### src/hw/probe_cmd_pkg.sv
// constants and decode helpers shared by both ends of the inbound probe command link
// Function
// - first-cycle bit 14: probe or transfer
// - probes take four cycles, all collected
// - fixed probe field layout over four cycles
// - bits 1..0 carry address bits 35..42
// - victim release clears named buffer valid
// - probe release clears probe valid bit
// - acknowledge decrements outstanding command count
// - index bit 3 marks io write buffer
// - commit decrements uncommitted event counter
// - upper type bits select data movement
// - lower type bits select next state
// - eight-entry probe queue, sender never overruns
// - entry freed when response is sent, or after the lookup on a miss
// - full block read by default
// - tag-only mode: hit retries for data
// - hit history fetches data with tag
// - embedded data-movement code also acted on
// - data-movement code zero is ignored
// - probe ahead of its movement command
// - hits answered with five-cycle response 00001
`default_nettype none
package probe_cmd_pkg;
  localparam int CMD_W = 15;
  localparam int PA_W = 40;
  localparam int PQ_DEPTH = 8;
  localparam int BIT_TYPE = 14;
  localparam int BIT_COMMIT = 14;
  localparam int BIT_RVB = 8;
  localparam int BIT_RPB = 7;
  localparam int BIT_ACK = 6;
  localparam logic [1:0] LAST_PROBE_CYC = 2'h3;
  localparam logic [1:0] LAST_XFER_CYC = 2'h1;
  localparam logic [2:0] RESP_CYCLES = 3'h4;
  localparam logic [4:0] DM_NOP = 5'h00;
  localparam logic [4:0] DM_MB_DONE = 5'h06;
  localparam logic [4:0] RESP_CMD = 5'h01;
  // tag status as reported in a response
  localparam logic [1:0] ST_CLEAN = 2'h0;
  localparam logic [1:0] ST_SHARED = 2'h1;
  localparam logic [1:0] ST_DIRTY = 2'h2;
  localparam logic [1:0] ST_SHDIRTY = 2'h3;
  localparam logic [1:0] MV_HIT = 2'h1;
  localparam logic [1:0] MV_DIRTY = 2'h2;
  localparam logic [1:0] MV_ANY = 2'h3;
  localparam logic [2:0] NX_CLEAN = 3'h1;
  localparam logic [2:0] NX_CSHARED = 3'h2;
  localparam logic [2:0] NX_TRANS3 = 3'h3;
  localparam logic [2:0] NX_DSHARED = 3'h4;
  localparam logic [2:0] NX_INVAL = 3'h5;
  localparam logic [2:0] NX_TRANS1 = 3'h6;
  // link timing: bench link period over the ref clock period
  localparam int REF_PERIOD_NS = 4;
  localparam int LINK_PERIOD_NS = 32;
  localparam int LINK_HALF_CYC = LINK_PERIOD_NS / REF_PERIOD_NS / 2;
  // controller register map (apb byte offsets) and field positions
  localparam logic [7:0] OFF_CMD = 8'h00;
  localparam logic [7:0] OFF_ADDR_LO = 8'h04;
  localparam logic [7:0] OFF_ADDR_HI = 8'h08;
  localparam logic [7:0] OFF_CTRL = 8'h0C;
  localparam logic [7:0] OFF_RESP = 8'h10;
  localparam int CMD_REG_W = 19;
  localparam int BIT_GO = 0;
  localparam int BIT_CREDIT = 1;
  localparam int BIT_REFUSED = 2;
  localparam logic [31:0] RESET_WORD = 32'h0000_0000;

  // next {valid, status} of a probed block; misses stay invalid
  function automatic logic [2:0] next_tag(input logic [2:0] code, input logic hit,
                                          input logic [1:0] st);
    logic [2:0] cur;
    cur = {hit, st};
    next_tag = cur;
    if (hit)
    begin
      case (code)
        NX_CLEAN: next_tag = {1'b1, ST_CLEAN};
        NX_CSHARED: next_tag = {1'b1, ST_SHARED};
        NX_DSHARED: next_tag = {1'b1, ST_SHDIRTY};
        NX_INVAL: next_tag = 3'h0;
        NX_TRANS3: next_tag = (st == ST_DIRTY) ? 3'h0 : {1'b1, ST_SHARED};
        NX_TRANS1: next_tag = (st == ST_DIRTY) ? {1'b1, ST_SHDIRTY} :
                              (st == ST_CLEAN) ? {1'b1, ST_SHARED} : cur;
        default: next_tag = cur; // nop and reserved code
      endcase
    end
  endfunction : next_tag

  // whether the block is handed to the system
  function automatic logic must_supply(input logic [1:0] mv, input logic hit,
                                       input logic [1:0] st);
    case (mv)
      MV_HIT: must_supply = hit;
      MV_DIRTY: must_supply = hit & st[1];
      MV_ANY: must_supply = 1'b1;
      default: must_supply = 1'b0;
    endcase
  endfunction : must_supply
endpackage : probe_cmd_pkg
`default_nettype wire

### src/hw/probe_link_if.sv
// link between system controller and processor command port
`default_nettype none
interface probe_link_if;
  logic link_clk;
  logic [14:0] inbound_command_bus;
  logic [14:0] outbound_command_bus;
  modport dev (input link_clk, input inbound_command_bus, output outbound_command_bus);
  modport sys (output link_clk, output inbound_command_bus, input outbound_command_bus);
endinterface : probe_link_if
`default_nettype wire

### src/hw/probe_cmd_device.sv
// processor end: receives inbound probe and transfer commands, queues and executes the probes, acts on transfers at once
`default_nettype none
module probe_cmd_device
  import probe_cmd_pkg::*;
#(
  parameter int DEPTH = PQ_DEPTH,
  parameter int CNT_W = 5,
  parameter int HIST_W = 2,
  parameter int HIT_HIST_THRESH = 2
)
(
  input wire logic ref_clk,
  input wire logic srst,
  input wire logic clk_en,
  probe_link_if.dev link,
  input wire logic probe_tag_only_mode,
  input wire logic [4:0] outstanding_command_limit,
  input wire logic cmd_sent,
  input wire logic event_issue,
  output logic lookup_req_ff,
  output logic [PA_W-1:0] lookup_addr_ff,
  output logic lookup_full_ff,
  input wire logic lookup_done,
  input wire logic lookup_hit,
  input wire logic [1:0] lookup_status,
  output logic tag_update_ff,
  output logic [2:0] next_tag_ff,
  output logic supply_data_ff,
  output logic buf_release_ff,
  output logic [3:0] buf_release_idx_ff,
  output logic [DEPTH-1:0] probe_valid_ff,
  output logic [CNT_W-1:0] outstanding_cnt_ff,
  output logic cmd_stall_ff,
  output logic [CNT_W-1:0] uncommitted_cnt_ff,
  output logic dm_valid_ff,
  output logic [4:0] dm_code_ff,
  output logic mb_done_ff
);
  localparam int QW = $clog2(DEPTH);

  if (DEPTH < 2 || DEPTH > 8 || (1 << QW) != DEPTH || CNT_W < 5 || HIST_W < 1)
  begin : g_check
    $error("probe_cmd_device: unsupported parameter values");
  end

  typedef enum logic [3:0] {
    S_IDLE = 4'b0001,
    S_LOOK = 4'b0010,
    S_RESP = 4'b0100,
    S_DONE = 4'b1000
  } pstate_type;

  // saturating up/down count step
  function automatic logic [CNT_W-1:0] cnt_step(input logic [CNT_W-1:0] c,
                                                input logic inc, input logic dec);
    cnt_step = c;
    if (inc && !dec && c != {CNT_W{1'b1}})
      cnt_step = c + 1'b1;
    else if (dec && !inc && c != '0)
      cnt_step = c - 1'b1;
  endfunction : cnt_step

  // link synchronisers; edges are found on the second stage only
  logic clk_s1_ff, clk_s2_ff, clk_s3_ff;
  logic [14:0] bus_s1_ff, bus_s2_ff;
  always_ff @(posedge ref_clk)
  begin
    if (srst)
    begin
      clk_s1_ff <= 1'b0;
      clk_s2_ff <= 1'b0;
      clk_s3_ff <= 1'b0;
      bus_s1_ff <= '0;
      bus_s2_ff <= '0;
    end
    else if (clk_en)
    begin
      clk_s1_ff <= link.link_clk;
      clk_s2_ff <= clk_s1_ff;
      clk_s3_ff <= clk_s2_ff;
      bus_s1_ff <= link.inbound_command_bus;
      bus_s2_ff <= bus_s1_ff;
    end
  end
  wire link_rise = clk_s2_ff & ~clk_s3_ff;

  // command framing: type fixed by first cycle, probes held until all four cycles are in
  logic [1:0] in_cnt_ff;
  logic in_probe_ff;
  logic [14:0] w0_ff, w1_ff, w2_ff;
  wire first_cyc = (in_cnt_ff == 2'h0);
  wire is_probe = first_cyc ? bus_s2_ff[BIT_TYPE] : in_probe_ff;
  wire act = link_rise && (in_cnt_ff == (is_probe ? LAST_PROBE_CYC : LAST_XFER_CYC));
  wire act_probe = act & in_probe_ff;
  wire act_xfer = act & ~in_probe_ff;
  always_ff @(posedge ref_clk)
  begin
    if (srst)
    begin
      in_cnt_ff <= 2'h0;
      in_probe_ff <= 1'b0;
    end
    else if (clk_en && link_rise)
    begin
      in_cnt_ff <= act ? 2'h0 : in_cnt_ff + 2'h1;
      in_probe_ff <= is_probe;
    end
  end
  always_ff @(posedge ref_clk)
  begin
    if (clk_en && link_rise)
    begin
      if (in_cnt_ff == 2'h0)
        w0_ff <= bus_s2_ff;
      if (in_cnt_ff == 2'h1)
        w1_ff <= bus_s2_ff;
      if (in_cnt_ff == 2'h2)
        w2_ff <= bus_s2_ff;
    end
  end

  // field extraction; transfers carry the release fields in their first cycle
  wire [14:0] fw = in_probe_ff ? w2_ff : w0_ff;
  wire [4:0] f_dm = fw[13:9];
  wire [3:0] f_id = fw[5:2];
  wire f_rvb = fw[BIT_RVB];
  wire f_rpb = fw[BIT_RPB];
  wire f_ack = fw[BIT_ACK];
  wire f_commit = bus_s2_ff[BIT_COMMIT];
  wire [PA_W-1:0] in_addr = {w2_ff[0], bus_s2_ff[0], w2_ff[1], bus_s2_ff[1], w0_ff[0], w1_ff[0],
    w0_ff[1], w1_ff[1], w0_ff[8:2], w1_ff[14:9], bus_s2_ff[13:5], w1_ff[8:2],
    bus_s2_ff[4:2]};

  // probe queue; an overrun by the sender is dropped, it must count its probes
  logic [PA_W-1:0] q_addr [DEPTH];
  logic [4:0] q_type [DEPTH];
  logic [4:0] q_dm [DEPTH];
  logic [QW-1:0] head_ff, tail_ff;
  logic [QW:0] count_ff;
  pstate_type st_ff;
  wire q_full = (count_ff == (QW+1)'(DEPTH));
  wire enq = act_probe & ~q_full;
  wire deq = (st_ff == S_DONE) & ~act; // done waits a cycle if any command is decoded
  always_ff @(posedge ref_clk)
  begin
    if (clk_en && enq)
    begin
      q_addr[tail_ff] <= in_addr;
      q_type[tail_ff] <= w0_ff[13:9];
      q_dm[tail_ff] <= f_dm;
    end
  end
  always_ff @(posedge ref_clk)
  begin
    if (srst)
    begin
      head_ff <= '0;
      tail_ff <= '0;
      count_ff <= '0;
    end
    else if (clk_en)
    begin
      tail_ff <= tail_ff + QW'(enq);
      head_ff <= head_ff + QW'(deq); // entry freed once its response went out, or right after the lookup on a miss
      count_ff <= count_ff + (QW+1)'(enq) - (QW+1)'(deq);
    end
  end

  // probe execution
  wire [4:0] h_type = q_type[head_ff];
  wire [4:0] h_dm = q_dm[head_ff];
  logic [HIST_W-1:0] hist_ff;
  wire hist_hot = (hist_ff >= HIST_W'(HIT_HIST_THRESH));
  wire sup = must_supply(h_type[4:3], lookup_hit, lookup_status);
  wire retry = ~lookup_full_ff & lookup_hit; // tag-only hit: go again for the data
  logic retry_ff, sup_ff;
  logic [2:0] out_cnt_ff;
  logic [14:0] resp_ff, out_word_ff;
  assign link.outbound_command_bus = out_word_ff;
  always_ff @(posedge ref_clk)
  begin
    if (srst)
    begin
      st_ff <= S_IDLE;
      lookup_req_ff <= 1'b0;
      lookup_addr_ff <= '0;
      lookup_full_ff <= 1'b1;
      retry_ff <= 1'b0;
      sup_ff <= 1'b0;
      tag_update_ff <= 1'b0;
      next_tag_ff <= 3'h0;
      supply_data_ff <= 1'b0;
      resp_ff <= '0;
      out_word_ff <= '0;
      out_cnt_ff <= 3'h0;
    end
    else if (clk_en)
    begin
      tag_update_ff <= 1'b0;
      unique case (st_ff)
        S_IDLE:
          if (count_ff != '0)
          begin
            lookup_req_ff <= 1'b1;
            lookup_addr_ff <= q_addr[head_ff];
            // full read unless tag-only; history or a retry brings the data along
            lookup_full_ff <= ~probe_tag_only_mode | retry_ff | hist_hot;
            st_ff <= S_LOOK;
          end
        S_LOOK:
          if (lookup_done)
          begin
            lookup_req_ff <= 1'b0;
            retry_ff <= retry;
            if (retry)
              st_ff <= S_IDLE;
            else
            begin
              tag_update_ff <= lookup_hit;
              next_tag_ff <= next_tag(h_type[2:0], lookup_hit, lookup_status);
              supply_data_ff <= sup;
              sup_ff <= sup;
              resp_ff <= {1'b0, RESP_CMD, lookup_status, sup, 1'b0, 3'(head_ff), 2'h0};
              st_ff <= lookup_hit ? S_RESP : S_DONE;
            end
          end
        S_RESP:
          if (link_rise)
          begin
            // word then four empty cycles, one per link cycle
            out_word_ff <= (out_cnt_ff == 3'h0) ? resp_ff : '0;
            out_cnt_ff <= (out_cnt_ff == RESP_CYCLES) ? 3'h0 : out_cnt_ff + 3'h1;
            if (out_cnt_ff == RESP_CYCLES)
              st_ff <= S_DONE;
          end
        S_DONE:
          if (deq)
          begin
            sup_ff <= 1'b0;
            st_ff <= S_IDLE;
          end
      endcase
    end
  end

  // hit history, only trained while tag-only mode is set
  always_ff @(posedge ref_clk)
  begin
    if (srst)
      hist_ff <= '0;
    else if (clk_en && st_ff == S_LOOK && lookup_done && probe_tag_only_mode)
    begin
      if (lookup_hit && hist_ff != {HIST_W{1'b1}})
        hist_ff <= hist_ff + 1'b1;
      else if (!lookup_hit && hist_ff != '0)
        hist_ff <= hist_ff - 1'b1;
    end
  end

  // buffer releases, counters and probe valid bits; a set wins over a clear
  wire [DEPTH-1:0] pv_clr = (act & f_rpb) ? (DEPTH'(1) << f_id[QW-1:0]) : '0;
  wire [DEPTH-1:0] pv_set = (deq & sup_ff) ? (DEPTH'(1) << head_ff) : '0;
  wire [CNT_W-1:0] nxt_outstanding = cnt_step(outstanding_cnt_ff, cmd_sent, act & f_ack);
  wire [CNT_W-1:0] nxt_uncommitted = cnt_step(uncommitted_cnt_ff, event_issue,
                                              act & f_commit);
  always_ff @(posedge ref_clk)
  begin
    if (srst)
    begin
      buf_release_ff <= 1'b0;
      buf_release_idx_ff <= 4'h0;
      probe_valid_ff <= '0;
      outstanding_cnt_ff <= '0;
      uncommitted_cnt_ff <= '0;
      cmd_stall_ff <= 1'b0;
    end
    else if (clk_en)
    begin
      buf_release_ff <= act & f_rvb;
      if (act)
        buf_release_idx_ff <= f_id; // bit 3 set means io write buffer
      probe_valid_ff <= (probe_valid_ff & ~pv_clr) | pv_set;
      outstanding_cnt_ff <= nxt_outstanding;
      uncommitted_cnt_ff <= nxt_uncommitted;
      cmd_stall_ff <= (outstanding_command_limit != 5'h00) &&
                      (nxt_outstanding >= CNT_W'(outstanding_command_limit));
    end
  end

  // data-movement commands; a probe's own code waits until that probe has executed
  wire emit_x = act_xfer & (f_dm != DM_NOP);
  wire emit_p = deq & (h_dm != DM_NOP);
  wire mb_set = (act_xfer & (f_dm == DM_MB_DONE)) | (deq & (h_dm == DM_MB_DONE));
  logic mb_pend_ff;
  wire mb_fire = mb_pend_ff & (uncommitted_cnt_ff == '0);
  always_ff @(posedge ref_clk)
  begin
    if (srst)
    begin
      dm_valid_ff <= 1'b0;
      dm_code_ff <= DM_NOP;
      mb_pend_ff <= 1'b0;
      mb_done_ff <= 1'b0;
    end
    else if (clk_en)
    begin
      dm_valid_ff <= emit_x | emit_p;
      if (emit_x | emit_p)
        dm_code_ff <= emit_x ? f_dm : h_dm;
      mb_pend_ff <= (mb_pend_ff & ~mb_fire) | mb_set;
      mb_done_ff <= mb_fire;
    end
  end
endmodule : probe_cmd_device
`default_nettype wire

### src/flat_wrapper.sv
// flat-port wrapper written by rule: the top's interface ports become plain ports
module probe_cmd_device_flat import probe_cmd_pkg::*;
#(
  parameter int DEPTH = PQ_DEPTH,
  parameter int CNT_W = 5,
  parameter int HIST_W = 2,
  parameter int HIT_HIST_THRESH = 2
)
  (ref_clk, srst, clk_en, probe_tag_only_mode, outstanding_command_limit, cmd_sent, event_issue, lookup_req_ff, lookup_addr_ff, lookup_full_ff, lookup_done, lookup_hit, lookup_status, tag_update_ff, next_tag_ff, supply_data_ff, buf_release_ff, buf_release_idx_ff, probe_valid_ff, outstanding_cnt_ff, cmd_stall_ff, uncommitted_cnt_ff, dm_valid_ff, dm_code_ff, mb_done_ff, link_link_clk, link_inbound_command_bus, link_outbound_command_bus);
  probe_link_if link_i ();
  input wire logic ref_clk;
  input wire logic srst;
  input wire logic clk_en;
  input wire logic probe_tag_only_mode;
  input wire logic [4:0] outstanding_command_limit;
  input wire logic cmd_sent;
  input wire logic event_issue;
  output logic lookup_req_ff;
  output logic [PA_W-1:0] lookup_addr_ff;
  output logic lookup_full_ff;
  input wire logic lookup_done;
  input wire logic lookup_hit;
  input wire logic [1:0] lookup_status;
  output logic tag_update_ff;
  output logic [2:0] next_tag_ff;
  output logic supply_data_ff;
  output logic buf_release_ff;
  output logic [3:0] buf_release_idx_ff;
  output logic [DEPTH-1:0] probe_valid_ff;
  output logic [CNT_W-1:0] outstanding_cnt_ff;
  output logic cmd_stall_ff;
  output logic [CNT_W-1:0] uncommitted_cnt_ff;
  output logic dm_valid_ff;
  output logic [4:0] dm_code_ff;
  output logic mb_done_ff;
  input wire logic [$bits(link_i.link_clk)-1:0] link_link_clk;
  input wire logic [$bits(link_i.inbound_command_bus)-1:0] link_inbound_command_bus;
  output wire logic [$bits(link_i.outbound_command_bus)-1:0] link_outbound_command_bus;
  assign link_i.link_clk = link_link_clk;
  assign link_i.inbound_command_bus = link_inbound_command_bus;
  assign link_outbound_command_bus = link_i.outbound_command_bus;
  probe_cmd_device #(.DEPTH(DEPTH), .CNT_W(CNT_W), .HIST_W(HIST_W), .HIT_HIST_THRESH(HIT_HIST_THRESH)) u_core (.ref_clk(ref_clk), .srst(srst), .clk_en(clk_en), .link(link_i), .probe_tag_only_mode(probe_tag_only_mode), .outstanding_command_limit(outstanding_command_limit), .cmd_sent(cmd_sent), .event_issue(event_issue), .lookup_req_ff(lookup_req_ff), .lookup_addr_ff(lookup_addr_ff), .lookup_full_ff(lookup_full_ff), .lookup_done(lookup_done), .lookup_hit(lookup_hit), .lookup_status(lookup_status), .tag_update_ff(tag_update_ff), .next_tag_ff(next_tag_ff), .supply_data_ff(supply_data_ff), .buf_release_ff(buf_release_ff), .buf_release_idx_ff(buf_release_idx_ff), .probe_valid_ff(probe_valid_ff), .outstanding_cnt_ff(outstanding_cnt_ff), .cmd_stall_ff(cmd_stall_ff), .uncommitted_cnt_ff(uncommitted_cnt_ff), .dm_valid_ff(dm_valid_ff), .dm_code_ff(dm_code_ff), .mb_done_ff(mb_done_ff));
endmodule
### config.mk
export PLATFORM = sky130hd
export DESIGN_NAME = probe_cmd_device_flat
export DESIGN_NICKNAME = d
export VERILOG_FILES = /design/src/hw/probe_cmd_pkg.sv /design/src/hw/probe_link_if.sv /design/src/hw/probe_cmd_device.sv /design/src/flat_wrapper.sv
export SDC_FILE = /design/constraint.sdc
export NUM_CORES = 1
export LEC_CHECK = 0
export ABC_AREA = 1
export BUFFER_PORTS_ARGS = -buffer_cell sky130_fd_sc_hd__buf_2
export CAP_MARGIN = 20
export CORE_AREA = 2 2 230 232
export CTS_CLUSTER_DIAMETER = 60
export CTS_CLUSTER_SIZE = 14
export DETAILED_ROUTE_END_ITERATION = 12
export DIE_AREA = 0 0 232 234
export PLACE_DENSITY = 0.7
export SYNTH_ARGS = -nofsm -noshare
export SYNTH_HDL_FRONTEND = slang
export SYNTH_SLANG_ARGS = --single-unit
export TNS_END_PERCENT = 10
### constraint.sdc
create_clock -name ref_clk -period 5.8 [get_ports ref_clk]
set_input_delay 0.58 -clock ref_clk [delete_from_list [all_inputs] [get_ports ref_clk]]
set_output_delay 0.58 -clock ref_clk [all_outputs]
set_load 0.05 [all_outputs]
==> flow_summary_export.csv <==
group,metric,value,unit
worst_setup_path,cp.required,6.05,ns
global_routing,grt_pass1_vias,14400,
clock_network,clockBufferDepth,3,
synth,syn_area,23100,um^2
global_routing,antenna_found_initial,0,
detailed_routing,drtIter0Drc,1530,
sta,hold_ws,0.234,ns
sta,fin_ws,1.58,ns
die,coreArea,52000,um^2
sta,finalCritPeriodShare,0.727,
pwr,clkPwrFrac,0.368,
sta,max_freq,0.237,GHz
synth,synth_area_per_cell,11.9,um^2
detailed_routing,highest_layer,"met4",
global_routing,globalRoute.totalOverflow,0,
sta,setup_viol,0,
status,outcome,"complete, no violations",
final_layout,fill_cells,4409,
die,initial_core_util,0.444,
pwr,p_sw_frac,0.243,
sta,rsz0062_at_grt,"false",
sta,skew,0.0299,ns
detailed_routing,firstDrtPassIters,5,
clock_network,htree_levels,2,
pwr,p_int,6.51,mW
synth,synth.distinct_cells,44,
detailed_routing,dr_wl_met2,26900,um
die,die_h,234,um
pwr,power_frac_comb,0.084,
worst_setup_path,critPathMaxStageDelay,0.91,ns
synth,synthDominantCellAreaShare,0.576,
final_layout,finalNetCount,2093,
worst_setup_path,critPathMostFrequentCell,"nand2_2",
worst_setup_path,start_kind,"flop",
synth,synth_cells,1939,
detailed_routing,route.met3.wl,3470,um
worst_setup_path,crit_slowest_cell,"nor2_4",
synth,ys_warn_count,0,
die,die_w,232,um
detailed_routing,vias,15100,
worst_setup_path,critPathMaxFanout,29,
sta,max_slew_margin,0.298,
clock_network,cts_buffers,49,
detailed_routing,wirelength,54800,um
clock_network,cts_tree,"yes",
sta,finalMaxSlewViolations,0,
synth,yosysMostFrequentCell,"edfxtp_1",
die,fp-row-count,84,
synth,synth-edff-count,443,
detailed_routing,drc,0,
final_layout,antenna_cells,0,
synth,yosys-top-cells-area,"edfxtp_1 58%, dfxtp_1 13%, a22oi_1 4.7%",
synth,synthArstFlopShare,0,
global_routing,gr-usage-all-layers,0.200,
clock_network,cts_setup_buffers,0,
die,num_io_pins,124,
pwr,pwr-share-seq,0.548,
pwr,ir_drop,0.000238,V
detailed_routing,routed_via_density,5.48,
synth,synth_ff_type,"edfxtp_1",
pwr,total_power,8.60,mW
place,dp_worst_setup_slack,1.59,ns
synth,ys_seq_elements,595,
worst_setup_path,worstSetupPathType,"flop to flop",
global_routing,grt_pass1_wl,83900,um
synth,yosysTopAreaCell,"edfxtp_1",
clock_network,root_buffer,"clkbuf_16",
place,place_congestion,0.840,
clock_network,clk_pin_slew,0.07,ns
sta,period_needed,4.22,ns
sta,fin_tns_setup,0,ns
clock_network,cts.sinks,595,
pwr,power_density,333,nW/um^2
place,port-buffer-count,115,
worst_setup_path,crit_chain,"inv_2, o21ai_2, nand2_1, nand2_2, nand2_2, a311oi_1, nand3b_1, nor2_4, buf_4",
synth,yosysSeqAreaShare,0.708,
final_layout,final_core_util,0.496,
place,hpwl,33400,um
run,max_cap_viol_count,0,
pwr,power.switching,2.09,mW
worst_setup_path,endpoint_kind,"flop",
detailed_routing,wl_met1,23100,um
final_layout,syn2layout_area_growth,11.8,%
sta,worst_slew_pin_slew,1.05,ns
final_layout,drive_gt1_frac,0.117,
worst_setup_path,cp.arrival,4.46,ns
clock_network,hold_buffers,0,
detailed_routing,wl_per_cell,19.9,um
die,dieArea,54300,um^2
synth,synthTopCellsByCount,"443 x edfxtp_1, 238 x nand2_1, 181 x nor2_1",
hold_path,holdCritPathClass,"input port to flop",
sta,hold_viol,0,
global_routing,grt_max_degree,83,
pwr,p_leak,9.55,nW
clock_network,insertion_delay,0.59,ns
detailed_routing,final_antenna_net_count,0,
clock_network,cts_resized,0,
[logic make-up after synthesis]
logic type | Yosys count | synth area share
and+or+nand+nor | 627 | 0.117
DFF | 595 | 0.708
AOI/OAI and AO/OA | 419 | 0.110
buffers and inverters | 262 | 0.0463
adders and majority gates | 29 | 0.0164
xor gates and xnor gates | 6 | 0.00228
other | 1 | 0.000162
[final timing paths]
path	from	end	slack [ns]	cells after the start
setup / recovery	u_core.in_probe_ff	u_core.q_addr[2][38]	1.58	9
hold / removal	link_inbound_command_bus[11]	u_core.bus_s1_ff[11]	0.23	3
setup reg to reg	u_core.in_probe_ff	u_core.q_addr[2][38]	1.58	9
hold reg to reg	u_core.mb_pend_ff	u_core.mb_done_ff	0.47	2
[per-stage QoR]
| step | cell area, um^2 | instances |
|---|---|---|
| after floorplan | 23100 | 1946 |
| after global placement | 24300 | 2665 |
| after detailed placement | 24300 | 2666 |
| after CTS | 25800 | 2754 |
| after global routing | 25800 | 2758 |
| final | 25800 | 2758 |
[state kept, by name, indices dropped and copies added, names as in the netlist, 5 cells and up, named ones only]
| signal | flops |
|---|---|
| u_core.lookup_addr_ff | 40 |
| u_core.w0_ff | 14 |
| u_core.probe_valid_ff | 8 |
| u_core.q_addr | 320 |
| u_core.w1_ff | 15 |
| u_core.q_type | 40 |
| u_core.outstanding_cnt_ff | 5 |
| u_core.resp_ff | 7 |
| u_core.bus_s2_ff | 15 |
| u_core.dm_code_ff | 5 |
| u_core.q_dm | 40 |
| u_core.link.outbound_command_bus | 7 |
| u_core.uncommitted_cnt_ff | 5 |
| u_core.w2_ff | 14 |
| u_core.bus_s1_ff | 15 |
[placed cells by master, fill, tap and decap left out, types with 9 or more instances in the layout]
master / instances
edfxtp_1: 443
nand2_1: 238
nor2_1: 173
nand3_1: 159
dfxtp_1: 151
a22oi_1: 146
inv_1: 141
o21ai_0: 133
buf_2: 115
a21oi_1: 105
clkbuf_16: 49
clkbuf_1: 33
ha_1: 27
buf_4: 23
nand4_1: 14
inv_2: 13
nor2_4: 10
a31oi_1: 9
[power groups by stage]
stage	logic [mW]	clock network, mW	registers [mW]
6_report	0.718	3.16	4.71
5_1_grt	0.786	3.37	4.72
4_1_cts	0.715	3.21	4.72
3_5_place_dp	0.712	0	4.81
3_3_place_gp	0.695	0	4.81
2_1_floorplan	0.369	0	4.93
[critical path: cells and delay by family (launching register included)]
kind / cells / cell delay, ns
flops: 1 / 0.72
simple gates: 5 / 1.70
buf+inv: 2 / 0.68
compound gates: 2 / 0.76
[metal layers]
layer  up-vias  GRT usage
met4         0     0.0599
met5         -          0
met1      7357      0.274
li1       7078          -
met3        87     0.0226
met2       597      0.336
[layout make-up]
type / instances / area (um^2) / area share
Timing Repair Buffer: 141 / 788 / 0.0305
Inverter: 157 / 592 / 0.0229
Tap cell: 688 / 861 / 0.0333
Sequential cell: 595 / 16300 / 0.633
Clock buffer: 83 / 1360 / 0.0528
Clock inverter: 5 / 111 / 0.00431
Multi-Input combinational cell: 1089 / 5770 / 0.223
No activity file was read; power rests on OpenSTA's default activity.
